[src/rtl/pwm_prot_pkg.sv]
// Constants and source decode shared by the PWM protection and output block
package pwm_prot_pkg;
	localparam int AW = 4;
	localparam int DW = 16;
	localparam int SRC_W = 14;
	// Register word indices
	localparam logic [AW-1:0] OFS_IO = 4'h0;
	localparam logic [AW-1:0] OFS_TRIG = 4'h1;
	localparam logic [AW-1:0] OFS_FCL = 4'h2;
	localparam logic [AW-1:0] OFS_LEB = 4'h3;
	localparam logic [AW-1:0] OFS_DLY = 4'h4;
	localparam logic [AW-1:0] OFS_AUX = 4'h5;
	localparam logic [AW-1:0] OFS_UNLOCK = 4'h6;
	localparam logic [AW-1:0] OFS_STAT = 4'h7;
	// Reset values and implemented-bit masks
	localparam logic [DW-1:0] IO_RST = 16'hc000;
	localparam logic [DW-1:0] FCL_RST = 16'h00f8;
	localparam logic [DW-1:0] ZERO_RST = 16'h0000;
	localparam logic [DW-1:0] FCL_MASK = 16'h7fff;
	localparam logic [DW-1:0] LEB_MASK = 16'hfc3f;
	localparam logic [DW-1:0] DLY_MASK = 16'h0fff;
	localparam logic [DW-1:0] AUX_MASK = 16'h0f3f;
	localparam logic [DW-1:0] KEY_A = 16'h55aa;
	localparam logic [DW-1:0] KEY_B = 16'haa55;
	// I/O control fields
	localparam int IO_OVRENH = 9;
	localparam int IO_OVRENL = 8;
	localparam int IO_OVERRIDE_PIN_STATES_H = 7;
	localparam int IO_OVERRIDE_PIN_STATES_L = 6;
	localparam int IO_FAULT_PIN_STATES_H = 5;
	localparam int IO_FAULT_PIN_STATES_L = 4;
	localparam int IO_CURRENT_LIMIT_PIN_STATES_H = 3;
	localparam int IO_CURRENT_LIMIT_PIN_STATES_L = 2;
	localparam int IO_SWAP = 1;
	localparam int IO_OVERRIDE_SYNC_SEL = 0;
	// Fault and current-limit control fields
	localparam int FCL_CURRENT_LIMIT_SOURCE_SEL = 10;
	localparam int FCL_CURRENT_LIMIT_POLARITY = 9;
	localparam int FCL_CURRENT_LIMIT_ENABLE = 8;
	localparam int FCL_FAULT_SOURCE_SEL = 3;
	localparam int FCL_FAULT_POLARITY = 2;
	localparam int FCL_FAULT_MODE_SEL = 0;
	// Edge blanking control fields
	localparam int LEB_PHR = 15;
	localparam int LEB_PHF = 14;
	localparam int LEB_PLR = 13;
	localparam int LEB_PLF = 12;
	localparam int LEB_FLTEN = 11;
	localparam int LEB_CLEN = 10;
	localparam int LEB_BCH = 5;
	localparam int LEB_BCL = 4;
	localparam int LEB_BLANK_WHEN_HI_OUT_HIGH = 3;
	localparam int LEB_BLANK_WHEN_HI_OUT_LOW = 2;
	localparam int LEB_BLANK_WHEN_LO_OUT_HIGH = 1;
	localparam int LEB_BLANK_WHEN_LO_OUT_LOW = 0;
	localparam int AUX_STATE_BLANK_SOURCE_SEL = 8;
	localparam int LEB_W = 12;
	// Source codes and source vector layout
	localparam logic [4:0] SRC_LAST_FAULT = 5'h07;
	localparam logic [4:0] SRC_LAST_COMP = 5'h0c;
	localparam logic [4:0] SRC_FAULT32 = 5'h1f;
	localparam int VEC_FAULT32 = 13;
	localparam logic [3:0] BLANK_NONE = 4'h0;
	localparam logic [3:0] BLANK_LAST = 4'h3;
	// Fault modes
	localparam logic [1:0] FLT_LATCHED = 2'h0;
	localparam logic [1:0] FLT_CYCLE = 2'h1;

	// Pick one protection source; reserved codes connect nothing
	function automatic logic src_pick(input logic [4:0] code, input logic [SRC_W-1:0] vec);
		logic r;
		r = 1'b0;
		if (code <= SRC_LAST_COMP)
			r = vec[code[3:0]];
		else if (code == SRC_FAULT32)
			r = vec[VEC_FAULT32];
		return r;
	endfunction
endpackage

[src/rtl/pwm_prot_out.sv]
// Fault, current-limit, blanking, override and output conditioning of one PWM generator
//
// Summary of operation
// - Swap control exchanges high and low signals
// - Override data applies at time base or immediately
// - Counter match with compare value triggers ADC
// - Current-limit selector maps faults and comparators
// - Fault selector same codes, resets to fault 32
// - Current-limit polarity selects active-low or active-high
// - Current limit acts only when enabled
// - Fault polarity selects active-low or active-high
// - Fault mode 11 disables, 10 reserved
// - Cycle mode forces pins while fault active
// - Latched mode holds forced pins after fault
// - Lock bit rejects I/O and fault control writes without unlock
// - Enabled output edges restart blanking counter
// - Separate edge blanking enables for fault, limit
// - State blanking on own output levels
// - Blank source selector: none or generators 1-3
// - Twelve-bit delay sets edge blanking length
// - Fault drives pins to fault data bits
// - Current limit drives pins to limit data bits
module pwm_prot_out
	import pwm_prot_pkg::*;
(
	input wire logic clk_i,
	input wire logic rst_n_i,
	input wire logic ce_i,
	input wire logic [AW-1:0] addr_i,
	input wire logic [DW-1:0] wdata_i,
	input wire logic wr_i,
	input wire logic rd_i,
	output logic [DW-1:0] rdata_o,
	input wire logic pwm_write_lock_cfg_i,
	input wire logic gen_high_i,
	input wire logic gen_low_i,
	input wire logic period_start_i,
	input wire logic local_tb_i,
	input wire logic [DW-1:0] tb_count_i,
	input wire logic [2:0] peer_high_i,
	input wire logic [SRC_W-1:0] prot_src_i,
	output logic high_side_output_o,
	output logic low_side_output_o,
	output logic adc_trigger_o,
	output logic fault_active_o,
	output logic limit_active_o
);
	typedef enum logic [1:0] {UL_IDLE, UL_KEY, UL_OPEN} unlock_t;

	// ----------------------------------------
	// Register file
	// ----------------------------------------
	logic [DW-1:0] io_q, io_d, trig_q, trig_d, fcl_q, fcl_d;
	logic [DW-1:0] leb_q, leb_d, dly_q, dly_d, aux_q, aux_d, rdata_q, rdata_d;
	unlock_t ul_q, ul_d;
	logic lock_ok, fcl_wr;
	logic flt_qual, cl_qual, latch_q, latch_d;
	logic [LEB_W-1:0] cnt_q, cnt_d;

	assign lock_ok = !pwm_write_lock_cfg_i || (ul_q == UL_OPEN);

	// Decode writes, unlock sequence and reads
	always_comb
	begin
		io_d = io_q;
		trig_d = trig_q;
		fcl_d = fcl_q;
		leb_d = leb_q;
		dly_d = dly_q;
		aux_d = aux_q;
		ul_d = ul_q;
		fcl_wr = 1'b0;
		rdata_d = ZERO_RST;
		if (wr_i)
		begin
			if (ul_q == UL_KEY && addr_i == OFS_UNLOCK && wdata_i == KEY_B)
				ul_d = UL_OPEN;
			else if (ul_q == UL_KEY && !(addr_i == OFS_UNLOCK && wdata_i == KEY_A))
				ul_d = UL_IDLE;
			else if (addr_i == OFS_UNLOCK && wdata_i == KEY_A)
				ul_d = UL_KEY;
			unique case (addr_i)
				OFS_IO:
				begin
					if (lock_ok)
						io_d = wdata_i;
					ul_d = UL_IDLE;
				end
				OFS_FCL:
				begin
					if (lock_ok)
					begin
						fcl_d = wdata_i & FCL_MASK;
						fcl_wr = 1'b1;
					end
					ul_d = UL_IDLE;
				end
				OFS_TRIG: trig_d = wdata_i;
				OFS_LEB: leb_d = wdata_i & LEB_MASK;
				OFS_DLY: dly_d = wdata_i & DLY_MASK;
				OFS_AUX: aux_d = wdata_i & AUX_MASK;
				default: ;
			endcase
		end
		if (rd_i)
		begin
			unique case (addr_i)
				OFS_IO: rdata_d = io_q;
				OFS_TRIG: rdata_d = trig_q;
				OFS_FCL: rdata_d = fcl_q;
				OFS_LEB: rdata_d = leb_q;
				OFS_DLY: rdata_d = dly_q;
				OFS_AUX: rdata_d = aux_q;
				OFS_STAT: rdata_d = {12'h000, ul_q == UL_OPEN, cnt_q != '0, cl_qual,
					flt_qual | latch_q};
				default: rdata_d = ZERO_RST;
			endcase
		end
	end

	// Register state
	always_ff @(posedge clk_i or negedge rst_n_i)
	begin
		if (!rst_n_i)
		begin
			io_q <= IO_RST;
			trig_q <= ZERO_RST;
			fcl_q <= FCL_RST;
			leb_q <= ZERO_RST;
			dly_q <= ZERO_RST;
			aux_q <= ZERO_RST;
			ul_q <= UL_IDLE;
			rdata_q <= ZERO_RST;
		end
		else if (ce_i)
		begin
			io_q <= io_d;
			trig_q <= trig_d;
			fcl_q <= fcl_d;
			leb_q <= leb_d;
			dly_q <= dly_d;
			aux_q <= aux_d;
			ul_q <= ul_d;
			rdata_q <= rdata_d;
		end
	end

	assign rdata_o = rdata_q;

	// ----------------------------------------
	// Protection path
	// ----------------------------------------
	logic [SRC_W-1:0] src_m_q, src_s_q;
	logic [3:0] ovr_q, ovr_d;
	logic pre_h, pre_l, prev_h_q, prev_l_q, edge_hit, leb_on;
	logic blank_sel, state_blank, flt_raw, cl_raw, flt_on, cl_on;
	logic out_h_d, out_l_d, out_h_q, out_l_q, trig_d_o, trig_q_o;
	logic [1:0] fmode;
	logic [3:0] bsel;

	assign fmode = fcl_q[FCL_FAULT_MODE_SEL+:2];
	assign bsel = aux_q[AUX_STATE_BLANK_SOURCE_SEL+:4];

	// Generator signals after exchange
	assign pre_h = io_q[IO_SWAP] ? gen_low_i : gen_high_i;
	assign pre_l = io_q[IO_SWAP] ? gen_high_i : gen_low_i;

	// Blanking, qualification and output selection
	always_comb
	begin
		ovr_d = ovr_q;
		if (!io_q[IO_OVERRIDE_SYNC_SEL] || period_start_i)
			ovr_d = {io_q[IO_OVRENH], io_q[IO_OVRENL], io_q[IO_OVERRIDE_PIN_STATES_H], io_q[IO_OVERRIDE_PIN_STATES_L]};
		edge_hit = (leb_q[LEB_PHR] && pre_h && !prev_h_q)
			|| (leb_q[LEB_PHF] && !pre_h && prev_h_q)
			|| (leb_q[LEB_PLR] && pre_l && !prev_l_q)
			|| (leb_q[LEB_PLF] && !pre_l && prev_l_q);
		if (edge_hit)
			cnt_d = dly_q[LEB_W-1:0];
		else if (cnt_q != '0)
			cnt_d = cnt_q - 1'b1;
		else
			cnt_d = cnt_q;
		leb_on = cnt_q != '0;
		blank_sel = 1'b0;
		if (bsel != BLANK_NONE && bsel <= BLANK_LAST)
			blank_sel = peer_high_i[bsel[1:0] - 2'h1];
		state_blank = (bsel != BLANK_NONE && bsel <= BLANK_LAST
			&& ((leb_q[LEB_BCH] && blank_sel) || (leb_q[LEB_BCL] && !blank_sel)))
			|| (leb_q[LEB_BLANK_WHEN_HI_OUT_HIGH] && pre_h) || (leb_q[LEB_BLANK_WHEN_HI_OUT_LOW] && !pre_h)
			|| (leb_q[LEB_BLANK_WHEN_LO_OUT_HIGH] && pre_l) || (leb_q[LEB_BLANK_WHEN_LO_OUT_LOW] && !pre_l);
		flt_raw = src_pick(fcl_q[FCL_FAULT_SOURCE_SEL+:5], src_s_q) ^ fcl_q[FCL_FAULT_POLARITY];
		cl_raw = src_pick(fcl_q[FCL_CURRENT_LIMIT_SOURCE_SEL+:5], src_s_q) ^ fcl_q[FCL_CURRENT_LIMIT_POLARITY];
		if (!(fcl_q[FCL_FAULT_SOURCE_SEL+:5] inside {[5'h00:SRC_LAST_COMP], SRC_FAULT32}))
			flt_raw = 1'b0;
		if (!(fcl_q[FCL_CURRENT_LIMIT_SOURCE_SEL+:5] inside {[5'h00:SRC_LAST_COMP], SRC_FAULT32}))
			cl_raw = 1'b0;
		flt_qual = flt_raw && !state_blank && !(leb_on && leb_q[LEB_FLTEN])
			&& (fmode == FLT_LATCHED || fmode == FLT_CYCLE);
		cl_qual = cl_raw && fcl_q[FCL_CURRENT_LIMIT_ENABLE] && !state_blank
			&& !(leb_on && leb_q[LEB_CLEN]);
		latch_d = latch_q;
		if (fcl_wr || fmode != FLT_LATCHED)
			latch_d = 1'b0;
		if (flt_qual && fmode == FLT_LATCHED)
			latch_d = 1'b1;
		flt_on = flt_qual || latch_q;
		cl_on = cl_qual;
		if (flt_on)
		begin
			out_h_d = io_q[IO_FAULT_PIN_STATES_H];
			out_l_d = io_q[IO_FAULT_PIN_STATES_L];
		end
		else if (cl_on)
		begin
			out_h_d = io_q[IO_CURRENT_LIMIT_PIN_STATES_H];
			out_l_d = io_q[IO_CURRENT_LIMIT_PIN_STATES_L];
		end
		else
		begin
			out_h_d = ovr_q[3] ? ovr_q[1] : pre_h;
			out_l_d = ovr_q[2] ? ovr_q[0] : pre_l;
		end
		trig_d_o = local_tb_i && (tb_count_i == trig_q);
	end

	// Protection state
	always_ff @(posedge clk_i or negedge rst_n_i)
	begin
		if (!rst_n_i)
		begin
			src_m_q <= '0;
			src_s_q <= '0;
			ovr_q <= '0;
			prev_h_q <= 1'b0;
			prev_l_q <= 1'b0;
			cnt_q <= '0;
			latch_q <= 1'b0;
			out_h_q <= 1'b0;
			out_l_q <= 1'b0;
			trig_q_o <= 1'b0;
			fault_active_o <= 1'b0;
			limit_active_o <= 1'b0;
		end
		else if (ce_i)
		begin
			src_m_q <= prot_src_i;
			src_s_q <= src_m_q;
			ovr_q <= ovr_d;
			prev_h_q <= pre_h;
			prev_l_q <= pre_l;
			cnt_q <= cnt_d;
			latch_q <= latch_d;
			out_h_q <= out_h_d;
			out_l_q <= out_l_d;
			trig_q_o <= trig_d_o;
			fault_active_o <= flt_on;
			limit_active_o <= cl_on;
		end
	end

	assign high_side_output_o = out_h_q;
	assign low_side_output_o = out_l_q;
	assign adc_trigger_o = trig_q_o;
endmodule // pwm_prot_out

[config.mk]
export PLATFORM = sky130hd
export DESIGN_NAME = pwm_prot_out
export DESIGN_NICKNAME = d
export VERILOG_FILES = /design/src/rtl/pwm_prot_pkg.sv /design/src/rtl/pwm_prot_out.sv
export SDC_FILE = /design/constraint.sdc
export NUM_CORES = 1
export LEC_CHECK = 0
export BUFFER_PORTS_ARGS = -buffer_cell sky130_fd_sc_hd__buf_2
export CORE_MARGIN = 4
export CORE_UTILIZATION = 60
export DETAILED_ROUTE_END_ITERATION = 12
export GPL_TIMING_DRIVEN = 1
export PLACE_DENSITY = 0.81
export SYNTH_ARGS = -nofsm -noshare
export SYNTH_HDL_FRONTEND = slang
export SYNTH_SLANG_ARGS = --single-unit
[constraint.sdc]
create_clock -name clk_i -period 5.1 [get_ports clk_i]
set_clock_uncertainty 0.2 [all_clocks]
set_input_delay 0.51 -clock clk_i [delete_from_list [all_inputs] [get_ports clk_i]]
set_output_delay 0.51 -clock clk_i [all_outputs]
set_load 0.01 [all_outputs]
Yosys cells after proc, flatten, opt, wreduce, memory -nomap -nowiden
Index checks and enable logic that the tools add are counted.
Widths: inputs -> output; s select.

cells by class
  $lt $le $gt $ge = 8
  eq/ne operators = 15
  muxes and demuxes = 34
  bitwise logic cells = 3
  add/sub/neg operators = 2
  reduce and logical (&&, ||, !) cells = 77

operators by type and width
  kind                   number
  $pmux 16 s7            1
  $logic_and 1x1->1      32
  $mux 12                2
  $mux 1                 23
  $eq 16x15->1 const B   1
  $eq 16x16->1           1
  $eq 16x16->1 const B   1
  $eq 4x3->1 const B     4
  $mux 16                1
  $reduce_and 3->1       5
  $logic_or 1x1->1       13
  $reduce_bool 12->1     1
  $sub 12x1->12 const B  1
  $logic_not 1->1        11
  $eq 5x5->1 const B     2
  $ge 5x1->1 const B     2
  $le 5x4->1 const B     2
  $lt 4x5->1 const B     2
  $reduce_bool 2->1      5
  $bmux 1 s4             2
  $eq 4x2->1 const B     2
  $mux 2                 4
  $reduce_and 4->1       2
  $reduce_bool 4->1      2
  other kinds (13)       17

storage, ports and cells
  logic and storage cells = 159
  register bits after elaboration = 151
  output and inout port bits = 21
  input bits = 63

Depth between registers and ports, before layout
  depth after elaboration = 19
  depth in mapped cells = 9
  depth with buffers taken out = 9

Least setup slack after synthesis
No wires, ideal clock.

  kind = reg2reg
  start point = register aux_q[8]
  end point = register out_h_q (netlist: high_side_output_o)
  period minus slack after synthesis = 2678 ps
  library setup time = 87 ps
  required time = 4813 ps
  cell stages (with the launch flop) = 10
  arrival = 2391 ps
  path buffers = 0
  slack = 2422 ps
  cell sequence = dfrtp_1 -> inv_1 -> ha_1 -> mux2i_1 -> a211o_1 -> a2111oi_2 -> or2_2 -> a2111oi_4 -> or3_1 -> o211ai_1

on the way
  longest elaborated chain between the ends = 18
  elaborated cells on any way between the ends = 25
  those cells by class = add/sub: 1; order compare: 1; mux: 5; reduce/logical: 18

RTL lines
  what                               RTL line                                  text
  start: declaration                 pwm_prot_out.sv:54                        logic [DW-1:0] leb_q, leb_d, dly_q, dly_d, aux_q, aux_d, rdata_q, rdata_d;
  start signal: assignment           pwm_prot_out.sv:142                       aux_q <= aux_d;
  $sub 2x1->2                        pwm_prot_out.sv:187                       blank_sel = peer_high_i[bsel[1:0] - 2'h1];
  $bmux 1 s2                         pwm_prot_out.sv:187
  $mux 1 (not written as such)       pwm_prot_out.sv:187
  $mux 1                             pwm_prot_out.sv:186                       if (bsel != BLANK_NONE && bsel <= BLANK_LAST)
  $logic_not 1->1                    pwm_prot_out.sv:189                       && ((leb_q[LEB_BCH] && blank_sel) || (leb_q[LEB_BCL] && !blank_sel)))
  $logic_and 1x1->1                  pwm_prot_out.sv:189
  $logic_or 1x1->1                   pwm_prot_out.sv:189
  $logic_and 1x1->1 (*)              pwm_prot_out.sv:189
  $logic_or 1x1->1 (*) (2 in a row)  pwm_prot_out.sv:190                       || (leb_q[LEB_BLANK_WHEN_HI_OUT_HIGH] && pre_h) || (leb_q[LEB_BLANK_WHEN_HI_OUT_LOW] && !pre_h)
  $logic_or 1x1->1 (*) (2 in a row)  pwm_prot_out.sv:191                       || (leb_q[LEB_BLANK_WHEN_LO_OUT_HIGH] && pre_l) || (leb_q[LEB_BLANK_WHEN_LO_OUT_LOW] && !pre_l);
  $logic_not 1->1 (*)                pwm_prot_out.sv:198, pwm_prot_out.sv:200
  $logic_and 1x1->1 (2 in a row)     pwm_prot_out.sv:198                       flt_qual = flt_raw && !state_blank && !(leb_on && leb_q[LEB_FLTEN])
  $logic_and 1x1->1                  pwm_prot_out.sv:199                       && (fmode == FLT_LATCHED || fmode == FLT_CYCLE);
  $logic_or 1x1->1                   pwm_prot_out.sv:207                       flt_on = flt_qual || latch_q;
  $mux 1 (*)                         pwm_prot_out.sv:209                       if (flt_on)
  end signal: assignment             pwm_prot_out.sv:254                       out_h_q <= out_h_d;
  end: declaration                   pwm_prot_out.sv:157                       logic out_h_d, out_l_d, out_h_q, out_l_q, trig_d_o, trig_q_o;

Every way passes the cells marked *; elsewhere a longest branch is shown, timed or not. The select of a mux whose other input is x is not followed.
A chain may end at the register's enable or synchronous reset.

Worst setup path after layout
Ends and elaborated chain as after synthesis.

==> qor.csv <==
stage,metric,value,unit
run_status,status,"finished, violations left",
run_status,violations,hold timing,
worst_setup_path,path_class,reg2reg,
logic_synthesis,synth_edf_count,0,
route,via_per_inst,6.44,
grt,met3_usage,7.69,%
route,routed_wirelength,19900,µm
route,drc,0,
pwr,vdd_drop_max,298,µV
place,dp_hpwl,14100,µm
clock_network,clock-sinks,151,
place,port_buffers,83,
grt,grt_pass1_wl,31500,µm
place,place_ws,1870,ps
worst_setup_path,arrival,3330,ps
floorplanning,dieWidth,119,µm
logic_synthesis,syn_nets,687,
sta,tns,0,ps
grt,grt.met2_usage,47.0,%
floorplanning,die_area,0.0142,mm²
floorplanning,fp.coreArea,0.0121,mm²
route,postRouteAntennaNets,0,
route,dr.pass1.iters,5,
floorplanning,fp.dieH,119,µm
job,maxCapViolCount,0,
logic_synthesis,synth_top_area_share,48.7,%
sta,whs,-35.8,ps
logic_synthesis,synthesis.area,0.00739,mm²
clock_network,cts_hold_repair.buffers,0,
grt,antenna_found_initial,0,
sta,fmaxAchievable,314,MHz
finish,n_antenna_cell,0,
logic_synthesis,synthCells,622,
clock_network,post_cts_resized,0,
sta,hold_viol,7,
sta,slew_violations,0,
sta,worst_pin_slew,934,ps
grt,gr-usage-all-layers,29.1,%
pwr,powerDensity,422,mW/mm²
grt,grt_max_degree,105,
finish,fillers,840,
logic_synthesis,yosysMostFrequentCell,dfrtp_1,
sta,grt_setup_unrepaired,no,
clock_network,path_clk_slew,60,ps
sta,fin_crit,3190,ps
pwr,design_power_total,3620,µW
grt,grt_pass1_vias,5808,
logic_synthesis,synth_top_area_cell,dfrtp_1,
logic_synthesis,synth_area_leaders,"dfrtp_1, mux2_2, mux2i_1",
route,drt_iter0_drc,549,
logic_synthesis,seq_area_frac_synth,51.2,%
clock_network,htree_levels,4,
logic_synthesis,synth_flop_cell,dfrtp_1,
pwr,cellLeakagePower,0.00386,µW
clock_network,cts_made_buffers,17,
finish,syn_to_final_growth,15.9,%
grt,top_usage_layer,met2,
route,wl_per_cell,22.6,µm
sta,post-route-period-util,62.5,%
sta,max_slew_margin,37.7,%
clock_network,cts_tree,yes,
logic_synthesis,ys_seq_elements,151,
finish,final_core_util,71.1,%
worst_setup_path,required,5240,ps
grt,met1_usage,36.7,%
grt,grt-ovfl-total,0,
sta,finalSetupViolCount,0,
finish,nets,764,
logic_synthesis,yosysWarnings,0,
worst_setup_path,start_kind,flip-flop,
worst_setup_path,end_kind,flip-flop,
floorplanning,rows,40,
floorplanning,ioPinCount,84,
logic_synthesis,synth_common_cells,"dfrtp_1, mux2_2, nand2_1, a21oi_1, nor2_1",
place,place_congestion,0.966,
clock_network,root_buffer,clkbuf_16,
floorplanning,start_util,61.3,%
clock_network,cts_buffer_depth,2,
finish,drive_gt1_share,36.2,%
worst_setup_path,cp_max_fo,5,
route,via_count,5667,
logic_synthesis,ys_types,69,
hold_path,hp-class,in2async,
clock_network,post-cts-setup-buffers,0,
logic_synthesis,avgSynthCellArea,11.9,µm²
sta,fin_ws,1910,ps
clock_network,clock_latency,420,ps
logic_synthesis,synth-async-reset-ratio,100,%
## through the flow
stage / cell area (µm²) / std cells
global route: 8570 / 880
finish: 8570 / 880
CTS: 8570 / 880
global placement: 7960 / 848
floorplan: 7390 / 622
detailed placement: 7960 / 848
## sequential cells by signal, indices dropped and copies added (netlist names), 2 cells and up
register / count
io_q: 16
leb_q: 12
ovr_q: 4
dly_q: 12
cnt_q: 12
src_m_q: 14
aux_q: 10
src_s_q: 14
rdata_o: 16
trig_q: 16
fcl_q: 15
ul_q: 2
## critical path, stage by stage (launching register included)
cell	delay, ps
dfrtp_1	410
inv_1	90
ha_1	360
mux2i_1	160
a211o_1	310
a2111oi_2	660
or2_2	270
a2111oi_4	70
or3_1	390
o211ai_1	190
## worst paths after layout
path	slack, ps	depth (start not counted)	startpoint	endpoint
setup / recovery	1910	9	aux_q[8]$_DFFE_PN0P_	high_side_output_o$_DFFE_PN0P_
hold / removal	-40	1	rst_n_i	cnt_q[5]$_DFFE_PN0P_
min in group clk_i	120	2	prot_src_i[10]	src_m_q[10]$_DFFE_PN0P_
setup reg to reg	1910	9	aux_q[8]$_DFFE_PN0P_	high_side_output_o$_DFFE_PN0P_
max in group asynchronous	3480	2	rst_n_i	trig_q[12]$_DFFE_PN0P_
hold reg to reg	270	1	fault_active_o$_DFFE_PN0P_	fault_active_o$_DFFE_PN0P_
## where the power goes
group | switching [µW] | leakage (µW) | internal [µW]
clock network | 513 | 0.000291 | 788
registers | 233 | 0.00190 | 1410
logic | 337 | 0.00167 | 332
## area by class of cell
| type | instances | area (µm²) | area share (%) |
|---|---|---|---|
| clock buffers | 19 | 443 | 5.17 |
| repair buffers | 94 | 504 | 5.88 |
| multi-input cells | 425 | 3420 | 39.9 |
| well taps | 168 | 210 | 2.45 |
| clock inverters | 13 | 170 | 1.98 |
| inverters | 10 | 37.5 | 0.438 |
| flip-flops and latches | 151 | 3790 | 44.2 |
## kinds of logic (layout without fill, tap and decap cells)
logic type / count (synthesis) / count (layout) / synth area share [%]
XOR/XNOR: 16 / 16 / 1.90
flip-flops: 151 / 151 / 51.2
buffers and inverters: 46 / 136 / 2.69
AND/OR/NAND/NOR: 132 / 132 / 9.65
multiplexers: 135 / 135 / 20.8
AO/OA/AOI/OAI: 140 / 140 / 13.4
adder cells (fa/ha/maj): 2 / 2 / 0.338
## cells in the final DEF (no fill, tap or decap), types with 4 or more instances in the layout
cell type and count:
nand3_1 6, a22oi_1 6, inv_1 10, nor2_1 29, xor2_1 15, buf_4 11, a21o_1 12, nand2_1 32
nor4bb_1 5, nor4_1 8, a31oi_1 5, clkbuf_16 17, nor3_1 12, a221oi_1 8, nand2b_1 6, o21ai_0 28
dfrtp_1 144, mux2i_1 23, buf_2 82, dfstp_2 7, mux4_2 4, a21oi_1 30, mux2_2 108, o2bb2ai_1 7
a222oi_1 7, o211ai_1 7
## per-layer routing
layer / wire [µm] / vias up
met5: 0 / -
li1: - / 2486
met3: 1340 / 58
met1: 7990 / 2884
met4: 729 / 0
met2: 9830 / 239
No activity file was read; power rests on OpenSTA's default activity.
